==> config.mk <==
export PLATFORM = sky130hd
export DESIGN_NAME = fpsf_seq
export DESIGN_NICKNAME = d
export VERILOG_FILES = /design/src/core/fpsf_pkg.sv /design/src/core/fpsf_seq.sv
export VERILOG_INCLUDE_DIRS = /design/src /design/src/core
export SDC_FILE = /design/constraint.sdc
export NUM_CORES = 1
export LEC_CHECK = 0
export ABC_AREA = 1
export BUFFER_PORTS_ARGS = -buffer_cell sky130_fd_sc_hd__buf_4
export CORE_UTILIZATION = 61
export DETAILED_ROUTE_END_ITERATION = 12
export PLACE_DENSITY = 0.85
export SYNTH_ARGS = -nofsm -noshare
export SYNTH_HDL_FRONTEND = slang
export SYNTH_SLANG_ARGS = --single-unit
==> constraint.sdc <==
create_clock -name mclk -period 10 [get_ports mclk]
set_input_delay 2 -clock mclk [delete_from_list [all_inputs] [get_ports mclk]]
set_output_delay 2 -clock mclk [all_outputs]
set_load 0.05 [all_outputs]
==> src/core/fpsf_defs.svh <==
`ifndef FPSF_DEFS_SVH
`define FPSF_DEFS_SVH

// Command codes on the data byte of a command write
`define FPSF_CMD_ERASE_SETUP 8'h80
`define FPSF_CMD_ERASE_GO    8'h10
`define FPSF_CMD_PROG_A      8'h40
`define FPSF_CMD_PROG_B      8'h10
`define FPSF_CMD_QUAD        8'h30
`define FPSF_CMD_CLR_STATUS  8'h50
`define FPSF_CMD_READ_STATUS 8'h70
`define FPSF_CMD_READ_ARRAY  8'hFF

// Status register bit positions
`define FPSF_SB_READY   7
`define FPSF_SB_ERASE   5
`define FPSF_SB_PROG    4
`define FPSF_SB_SUPPLY  3
`define FPSF_SB_PROTECT 1

// Status register reset value (errors clear, controller ready)
`define FPSF_STAT_RST 8'h80

// Embedded algorithm durations
`define FPSF_ERASE_CYC     4096
`define FPSF_PROG_TIME_NS  10000
`define FPSF_CLK_PERIOD_NS 10
`define FPSF_PROG_CYC      (`FPSF_PROG_TIME_NS / `FPSF_CLK_PERIOD_NS)

`endif

==> src/core/fpsf_pkg.sv <==
package fpsf_pkg;

	// Address width of the byte-wide array
	localparam int FPSF_AW = 19;

	// One command write as taken from the multiplexed port
	typedef struct packed {
		logic [FPSF_AW-1:0] addr;
		logic [7:0]         data;
	} fpsf_wr_t;

	// Controller states, one-hot
	typedef enum logic [5:0] {
		FPSF_IDLE = 6'b000001,
		FPSF_ERA2 = 6'b000010,
		FPSF_ERA3 = 6'b000100,
		FPSF_PROG = 6'b001000,
		FPSF_QUAD = 6'b010000,
		FPSF_BUSY = 6'b100000
	} fpsf_state_t;

endpackage : fpsf_pkg

==> src/core/fpsf_seq.sv <==
`timescale 1ns/100ps
`include "fpsf_defs.svh"
// Functional notes
// - Chip erase starts only after writes 80h, 80h, 10h; then erase runs.
// - After chip erase is accepted, reads return status without another command.
// - Status b7 reads 1 once the embedded operation has finished.
// - Invalid program supply during an operation sets status b3.
// - Improper command sequence sets b4 and b5 together.
// - Failed erase sets b5 with b4 left at 0.
// - Program reports protected block in b1 (not checked for quad program), supply b3, failure b4.
// - Quad program is accepted only when the multiplexed port is selected.
// - Chip erase is accepted only on the multiplexed port.
module fpsf_seq #(
	parameter int ERASE_CYC = `FPSF_ERASE_CYC,
	parameter int PROG_CYC  = `FPSF_PROG_CYC
) (
	input  wire logic             mclk,
	input  wire logic             rst,
	input  wire logic             wr_valid,
	input  wire fpsf_pkg::fpsf_wr_t wr,
	input  wire logic [7:0]       array_q,
	input  wire logic             array_fail,
	input  wire logic             prot_hit,
	input  wire logic             vpp_ok_pin,
	input  wire logic             mux_sel_pin,
	output logic [7:0]            rd_data_r,
	output logic                  ready_busy_output_r,
	output logic                  arr_wr_r,
	output fpsf_pkg::fpsf_wr_t    arr_wr_bus_r,
	output logic                  erase_all_r,
	output logic [7:0]            stat_r
);
	import fpsf_pkg::*;

	// ****************************************
	// Pin synchronisers
	// ****************************************
	logic        vpp_m_r, vpp_s_r, sel_m_r, sel_s_r;

	// Supply and port select come from pins, so two flops each
	always_ff @(posedge mclk or posedge rst) begin
		if (rst) begin
			vpp_m_r <= 1'b0;
			vpp_s_r <= 1'b0;
			sel_m_r <= 1'b0;
			sel_s_r <= 1'b0;
		end else begin
			vpp_m_r <= vpp_ok_pin;
			vpp_s_r <= vpp_m_r;
			sel_m_r <= mux_sel_pin;
			sel_s_r <= sel_m_r;
		end
	end

	// ****************************************
	// Controller state
	// ****************************************
	fpsf_state_t        st_r, st_nxt;
	logic [7:0]         err_r, err_nxt;
	logic               smode_r, smode_nxt;
	logic               kind_erase_r, kind_nxt;
	logic [31:0]        cnt_r, cnt_nxt;
	logic [1:0]         qidx_r, qidx_nxt;
	logic [FPSF_AW-1:0] qbase_r, qbase_nxt;
	logic               aw_nxt, ea_nxt;

	// Decoded write conditions
	wire [7:0] cmd       = wr.data;
	wire       quad_ok   = (qidx_r == 2'd0) ||
	                       ((wr.addr[FPSF_AW-1:2] == qbase_r[FPSF_AW-1:2]) &&
	                        (wr.addr[1:0] == qidx_r));
	wire       busy      = (st_r == FPSF_BUSY);
	wire [7:0] status    = {~busy, err_r[6:0]};

	// Sets an error group; sets never meet a clear since clear runs only idle
	function automatic logic [7:0] fpsf_flag(input logic [7:0] e, input int b);
		logic [7:0] r;
		r = e;
		r[b] = 1'b1;
		return r;
	endfunction : fpsf_flag

	// Next-state decode of command writes and embedded operation
	always_comb begin
		st_nxt    = st_r;
		err_nxt   = err_r;
		smode_nxt = smode_r;
		kind_nxt  = kind_erase_r;
		cnt_nxt   = busy ? cnt_r - 32'd1 : cnt_r;
		qidx_nxt  = qidx_r;
		qbase_nxt = qbase_r;
		aw_nxt    = 1'b0;
		ea_nxt    = 1'b0;
		case (st_r)
			FPSF_IDLE: begin
				if (wr_valid) begin
					if (cmd == `FPSF_CMD_ERASE_SETUP) begin
						st_nxt = FPSF_ERA2;
					end else if (cmd == `FPSF_CMD_PROG_A || cmd == `FPSF_CMD_PROG_B) begin
						st_nxt = FPSF_PROG;
					end else if (cmd == `FPSF_CMD_QUAD) begin
						if (sel_s_r) begin
							st_nxt   = FPSF_QUAD;
							qidx_nxt = 2'd0;
						end else begin
							err_nxt   = fpsf_flag(fpsf_flag(err_r, `FPSF_SB_PROG), `FPSF_SB_ERASE);
							smode_nxt = 1'b1;
						end
					end else if (cmd == `FPSF_CMD_CLR_STATUS) begin
						err_nxt[`FPSF_SB_PROTECT] = 1'b0;
						err_nxt[`FPSF_SB_SUPPLY]  = 1'b0;
						err_nxt[`FPSF_SB_PROG]    = 1'b0;
						err_nxt[`FPSF_SB_ERASE]   = 1'b0;
					end else if (cmd == `FPSF_CMD_READ_STATUS) begin
						smode_nxt = 1'b1;
					end else if (cmd == `FPSF_CMD_READ_ARRAY) begin
						smode_nxt = 1'b0;
					end
				end
			end
			FPSF_ERA2: begin
				if (wr_valid) begin
					if (cmd == `FPSF_CMD_ERASE_SETUP) begin
						st_nxt = FPSF_ERA3;
					end else begin
						err_nxt   = fpsf_flag(fpsf_flag(err_r, `FPSF_SB_PROG), `FPSF_SB_ERASE);
						smode_nxt = 1'b1;
						st_nxt    = FPSF_IDLE;
					end
				end
			end
			FPSF_ERA3: begin
				if (wr_valid) begin
					smode_nxt = 1'b1;
					st_nxt    = FPSF_IDLE;
					if (cmd != `FPSF_CMD_ERASE_GO || !sel_s_r) begin
						err_nxt = fpsf_flag(fpsf_flag(err_r, `FPSF_SB_PROG), `FPSF_SB_ERASE);
					end else if (!vpp_s_r) begin
						err_nxt = fpsf_flag(err_r, `FPSF_SB_SUPPLY);
					end else begin
						ea_nxt   = 1'b1;
						kind_nxt = 1'b1;
						cnt_nxt  = ERASE_CYC;
						st_nxt   = FPSF_BUSY;
					end
				end
			end
			FPSF_PROG: begin
				if (wr_valid) begin
					smode_nxt = 1'b1;
					st_nxt    = FPSF_IDLE;
					if (prot_hit) begin
						err_nxt = fpsf_flag(err_r, `FPSF_SB_PROTECT);
					end else if (!vpp_s_r) begin
						err_nxt = fpsf_flag(err_r, `FPSF_SB_SUPPLY);
					end else begin
						aw_nxt   = 1'b1;
						kind_nxt = 1'b0;
						cnt_nxt  = PROG_CYC;
						st_nxt   = FPSF_BUSY;
					end
				end
			end
			FPSF_QUAD: begin
				if (wr_valid) begin
					smode_nxt = 1'b1;
					if (!quad_ok) begin
						err_nxt = fpsf_flag(fpsf_flag(err_r, `FPSF_SB_PROG), `FPSF_SB_ERASE);
						st_nxt  = FPSF_IDLE;
					end else if (!vpp_s_r) begin
						err_nxt = fpsf_flag(err_r, `FPSF_SB_SUPPLY);
						st_nxt  = FPSF_IDLE;
					end else begin
						aw_nxt   = 1'b1;
						qidx_nxt = qidx_r + 2'd1;
						if (qidx_r == 2'd0) begin
							qbase_nxt = wr.addr;
						end
						if (qidx_r == 2'd3) begin
							kind_nxt = 1'b0;
							cnt_nxt  = PROG_CYC;
							st_nxt   = FPSF_BUSY;
						end
					end
				end
			end
			FPSF_BUSY: begin
				// Writes while busy are ignored; the array cannot take them
				if (!vpp_s_r) begin
					err_nxt = fpsf_flag(err_r, `FPSF_SB_SUPPLY);
					st_nxt  = FPSF_IDLE;
				end else if (cnt_r == 32'd0) begin
					st_nxt = FPSF_IDLE;
					if (array_fail) begin
						err_nxt = fpsf_flag(err_r, kind_erase_r ? `FPSF_SB_ERASE : `FPSF_SB_PROG);
					end
				end
			end
			default: begin
				st_nxt = FPSF_IDLE;
			end
		endcase
	end

	// Register update; outputs all come from flops
	always_ff @(posedge mclk or posedge rst) begin
		if (rst) begin
			st_r                <= FPSF_IDLE;
			err_r               <= `FPSF_STAT_RST & 8'h7F;
			smode_r             <= 1'b0;
			kind_erase_r        <= 1'b0;
			cnt_r               <= 32'd0;
			qidx_r              <= 2'd0;
			qbase_r             <= '0;
			arr_wr_r            <= 1'b0;
			arr_wr_bus_r        <= '0;
			erase_all_r         <= 1'b0;
			rd_data_r           <= 8'h00;
			ready_busy_output_r <= 1'b1;
			stat_r              <= `FPSF_STAT_RST;
		end else begin
			st_r                <= st_nxt;
			err_r               <= err_nxt;
			smode_r             <= smode_nxt;
			kind_erase_r        <= kind_nxt;
			cnt_r               <= cnt_nxt;
			qidx_r              <= qidx_nxt;
			qbase_r             <= qbase_nxt;
			arr_wr_r            <= aw_nxt;
			arr_wr_bus_r        <= wr;
			erase_all_r         <= ea_nxt;
			rd_data_r           <= smode_r ? status : array_q;
			ready_busy_output_r <= ~busy;
			stat_r              <= status;
		end
	end
endmodule : fpsf_seq

-- Word-level counts from Yosys, hierarchy flattened
Index checks and enable logic that the tools add are counted.
- input bits: 42
- logic and storage cells: 202
- register bits: 119
- output and inout port bits: 46
- muxes and demuxes: 100
- add/subtract/negate cells: 2
- eq/ne operators: 49
- order comparisons: 2
- reduce and logical (&&, ||, !) cells: 24
- bitwise logic cells: 4
- operators with widths (operator ; count):
    32-bit 2-to-1 mux ; 11
    6-bit 2-to-1 mux ; 20
    8-bit 2-to-1 mux ; 13
    32-bit case mux with 3 select lines ; 1
    8-bit case mux with 6 select lines ; 1
    15-bit AND reduction ; 3
    2-bit inequality test (second input constant) ; 21
    6-bit case mux with 6 select lines ; 1
    1-bit 2-to-1 mux ; 35
    32-bit zero test ; 1
    32-bit by 1-bit subtractor with 32-bit output (second input constant) ; 1
    8-bit by 7-bit equality test with 1-bit output (second input constant) ; 3
    2-bit 2-to-1 mux ; 9
    9-bit AND reduction ; 2
    17-bit equality test ; 1
    8-bit equality test (second input constant) ; 2
    4-bit inequality test (second input constant) ; 4
    3-bit inequality test (second input constant) ; 4
    12-bit AND reduction ; 1
    11-bit AND reduction ; 1
    10-bit AND reduction ; 1
    3-bit 2-to-1 mux ; 3
    8-bit by 5-bit equality test with 1-bit output (second input constant) ; 1
    8-bit by 6-bit equality test with 1-bit output (second input constant) ; 1
    32 further kinds ; 40

-- Longest topological paths before layout
- word-level depth: 10
- depth in mapped cells: 14
- mapped depth without buffers: 14

-- Worst setup path before layout
No wires, ideal clock.
- kind: input port to flip-flop
- from: input wr[3] (netlist bit)
- to: register cnt_r[4]
- stages on the path: 11
- required time: 9.878 ns
- buffers on the path: 1
- setup time: 0.122 ns
- arrival: 3.155 ns
- slack: 6.723 ns
- cell sequence: nor2_1 nand2_1 inv_1 nand3_1 nand2_1 inv_1 nor4_2 nand2_2 inv_4 buf_6 nor2_1
- cells in the longest elaborated chain, start to end: 5
- RTL lines (what ; line ; RTL):
    from (decl) ; fpsf_seq.sv:20 ; input wire fpsf_pkg::fpsf_wr_t wr,
    8-bit by 5-bit inequality test with 1-bit output (no line) ; -- ;
    1-bit logical OR ; fpsf_seq.sv:136 ; if (cmd != `FPSF_CMD_ERASE_GO || !sel_s_r) begin
    32-bit 2-to-1 mux ; fpsf_seq.sv:136 ;
    32-bit 2-to-1 mux ; fpsf_seq.sv:133 ; if (wr_valid) begin
    32-bit case mux with 3 select lines ; fpsf_seq.sv:94 ; case (st_r)
    net cnt_nxt[4] ; fpsf_seq.sv:62 ; logic [31:0] cnt_r, cnt_nxt;
    to (signal assigned) ; fpsf_seq.sv:226 ; cnt_r <= cnt_nxt;
    to (decl) ; fpsf_seq.sv:62 ;
The timed path passes the listed nets, and every way through them passes these cells.
A chain may end at the register's enable or synchronous reset.

-- Worst setup path after layout
- from: input wr_valid
- to: register qbase_r[3]
- cells in the longest elaborated chain, start to end: 1
- RTL lines (what ; line ; RTL):
    from (decl) ; fpsf_seq.sv:19 ; input wire logic wr_valid,
    5-bit AND reduction (no line) ; -- ;
    to (signal assigned) ; fpsf_seq.sv:228 ; qbase_r <= qbase_nxt;
    to (decl) ; fpsf_seq.sv:64 ; logic [FPSF_AW-1:0] qbase_r, qbase_nxt;
No other way between the ends.

==> impl_metrics.env <==
export IMPL_min_to="sel_s_r"
export IMPL_drv_cap=0
export IMPL_wirelength_um=12500
export IMPL_vias_per_cell=5.20
export IMPL_min_path_cells=0
export IMPL_antenna_found_initial=0
export IMPL_grt_use_total_pct=28.5
export IMPL_min_period_ns=3.37
export IMPL_netlist_area_um2=5470
export IMPL_p_switching_w=0.000713
export IMPL_clk_pin_slew_worst_paths_ns=0.12
export IMPL_gp_congestion=0.883
export IMPL_drive_above_1_share_pct=16.9
export IMPL_ys_top_cells_by_area="dfrtp_1, nand2_1, nor2_1"
export IMPL_finalHoldViolCount=0
export IMPL_postCtsHoldBufs=0
export IMPL_die_h_um=96.7
export IMPL_grt_pass1_wl_um=21600
export IMPL_synthCells=690
export IMPL_grt_max_degree=59
export IMPL_worstPathMaxFanout=29
export IMPL_status="complete, no violations"
export IMPL_nNetsFinal=823
export IMPL_ys_ff_latch=109
export IMPL_yosys_area_top_type="dfrtp_1"
export IMPL_post_cts_buffers=0
export IMPL_diodes=0
export IMPL_clk_insertion_delay_late_ns=0.37
export IMPL_seqPwrFrac_pct=41.9
export IMPL_r2r_cells=5
export IMPL_synth_top_cell_area_share_pct=49.0
export IMPL_worstHoldStart="sel_m_r"
export IMPL_r2r_start="st_r[1]"
export IMPL_r2r_end="qbase_r[3]"
export IMPL_rsz0062_at_grt="false"
export IMPL_fp_dieArea_um2=9340
export IMPL_mostFrequentLayoutCell="nand2_1"
export IMPL_p_clk_share_pct=16.4
export IMPL_design_core_area_um2=8680
export IMPL_timing_slew_headroom_pct=33.1
export IMPL_cp_end_kind="flip-flop"
export IMPL_drc=0
export IMPL_tritoncts="done"
export IMPL_via_count=4632
export IMPL_startpoint_type="input port"
export IMPL_first_global_vias=4731
export IMPL_placed_area_um2=6180
export IMPL_cts_path_max_buffers=2
export IMPL_hpwlAfterDp_um=9390
export IMPL_port_buffers=84
export IMPL_p_int_w=0.000899
export IMPL_syn_avg_cell_area_um2=7.92
export IMPL_cts_max_level=3
export IMPL_cts_repair_resized=0
export IMPL_hold_class="flip-flop to flip-flop"
export IMPL_final_setup_viol_count=0
export IMPL_root_buffer="clkbuf_8"
export IMPL_worstMarginPinSlew_ns=1.00
export IMPL_fin_setup_tns_ns=0
export IMPL_numCtsBuffers=9
export IMPL_required_ns=10.26
export IMPL_die_w_um=96.7
export IMPL_fmax_mhz=297
export IMPL_ir_drop_mv=0.122
export IMPL_ant_nets=0
export IMPL_clock_skew_ns=0.0226
export IMPL_power_density_nw_per_um2=253
export IMPL_drv_slew=0
export IMPL_combPwrFrac_pct=41.7
export IMPL_arrival_ns=3.62
export IMPL_ioPinCount=88
export IMPL_synth_warnings=0
export IMPL_area_delta_synth_final_pct=16.7
export IMPL_clock_sinks=109
export IMPL_r2r_slack_ns=7.41
export IMPL_synth_distinct_cells=38
export IMPL_design_area_um2=6380
export IMPL_rows=34
export IMPL_yosysSeqAreaShare_pct=50.0
export IMPL_drtIter0Drc=214
export IMPL_dr_pass1_iters=4
export IMPL_start_util_pct=63.0
export IMPL_layout_common_cells="nand2_1, nor2_1, dfrtp_1"
export IMPL_period_share_pct=33.7
export IMPL_swShare_pct=44.2
export IMPL_p_leak_nw=3.43
export IMPL_critical_path_class="input port to flip-flop"
export IMPL_wl_per_cell_um=14.0
export IMPL_gr_total_overflow=0
==> power by group through the flow <==
stage | clock network, W | registers [W] | logic, W
6_report | 0.000265 | 0.000676 | 0.000672
5_1_grt | 0.000287 | 0.000693 | 0.000762
4_1_cts | 0.000272 | 0.000675 | 0.000670
3_5_place_dp | 0 | 0.000681 | 0.000665
3_3_place_gp | 0 | 0.000674 | 0.000642
2_1_floorplan | 0 | 0.000728 | 0.000445
==> layout make-up <==
| type | instances | area, um^2 |
|---|---|---|
| Sequential cell | 109 | 2730 |
| Multi-Input combinational cell | 486 | 2350 |
| Fill cell | 680 | 2300 |
| Timing Repair Buffer | 85 | 638 |
| Inverter | 86 | 328 |
| Tap cell | 108 | 135 |
| Clock buffer | 9 | 124 |
| Clock inverter | 7 | 75.1 |
==> how the worst max path moves through the flow <==
stage / startpoint / end / slack (ns) / depth (start not counted)
after detailed placement: wr_valid / qbase_r[17] / 6.24 / 5
after global placement: wr_valid / qbase_r[4] / 6.33 / 5
after CTS: wr_valid / qbase_r[17] / 6.65 / 5
after floorplan: rst / arr_wr_bus_r[0] / 5.13 / 1
after global routing: wr[1] / cnt_r[20] / 6.44 / 11
final: wr_valid / qbase_r[3] / 6.63 / 5
==> cell families after synthesis <==
group / after synthesis / synth area share (%)
muxes: 5 / 1.03
other: 1 / 0.0686
DFF: 109 / 50.0
xor gates and xnor gates: 32 / 5.13
adders and majority gates: 4 / 0.916
buffers and inverters: 97 / 7.26
AOI/OAI and AO/OA: 45 / 4.28
and+or+nand+nor: 397 / 31.4
==> routing by layer <==
layer  GRT usage [%]  up-vias  wire, um
li1                -     2306         -
met1            37.1     2126      5490
met2            47.7      165      6050
met3            5.06       35       636
met4            11.1        0       325
met5               0        -         0
==> synth_stat cells, drive strengths merged <==
master	count
nand3	35
mux2	5
or2	3
nand4	15
nor2	132
a21oi	2
nor3b	2
nor4	4
inv	86
nand3b	3
dfstp	2
dfrtp	107
clkbuf	4
buf	7
a22oi	1
xnor2	12
ha	4
o21ai	41
o2111a	1
conb	1
nor3	9
nand2b	1
xor2	20
nand2	193
==> state kept, by name, summed over array words and instances, names as in the netlist, 2 cells and up <==
register and count:
cnt_r 32, arr_wr_bus_r 27, qbase_r 17, rd_data_r 8, st_r 6, stat_r 5
err_r 4, qidx_r 2
==> worst max-delay path: stages <==
cell     delay (ns)
buf_4          0.12
nand2_1        0.09
inv_1          0.13
nand3_1        0.71
mux2_2         0.56
==> through the flow <==
| step | cells | hold slack [ns] | utilization [%] | setup slack, ns | power (W) |
|---|---|---|---|---|---|
| CTS | 890 | 0.360 | 73.5 | 6.65 | 0.00162 |
| floorplan | 692 | 0.331 | - | 5.13 | 0.00117 |
| detailed placement | 874 | 0.338 | 71.2 | 6.24 | 0.00135 |
| global route | 890 | 0.359 | 73.5 | 6.44 | 0.00174 |
| global placement | 874 | 0.337 | 71.2 | 6.33 | 0.00132 |
| finish | 890 | 0.351 | 73.5 | 6.63 | 0.00161 |
Note: power is estimated with default switching activity, not from simulation.
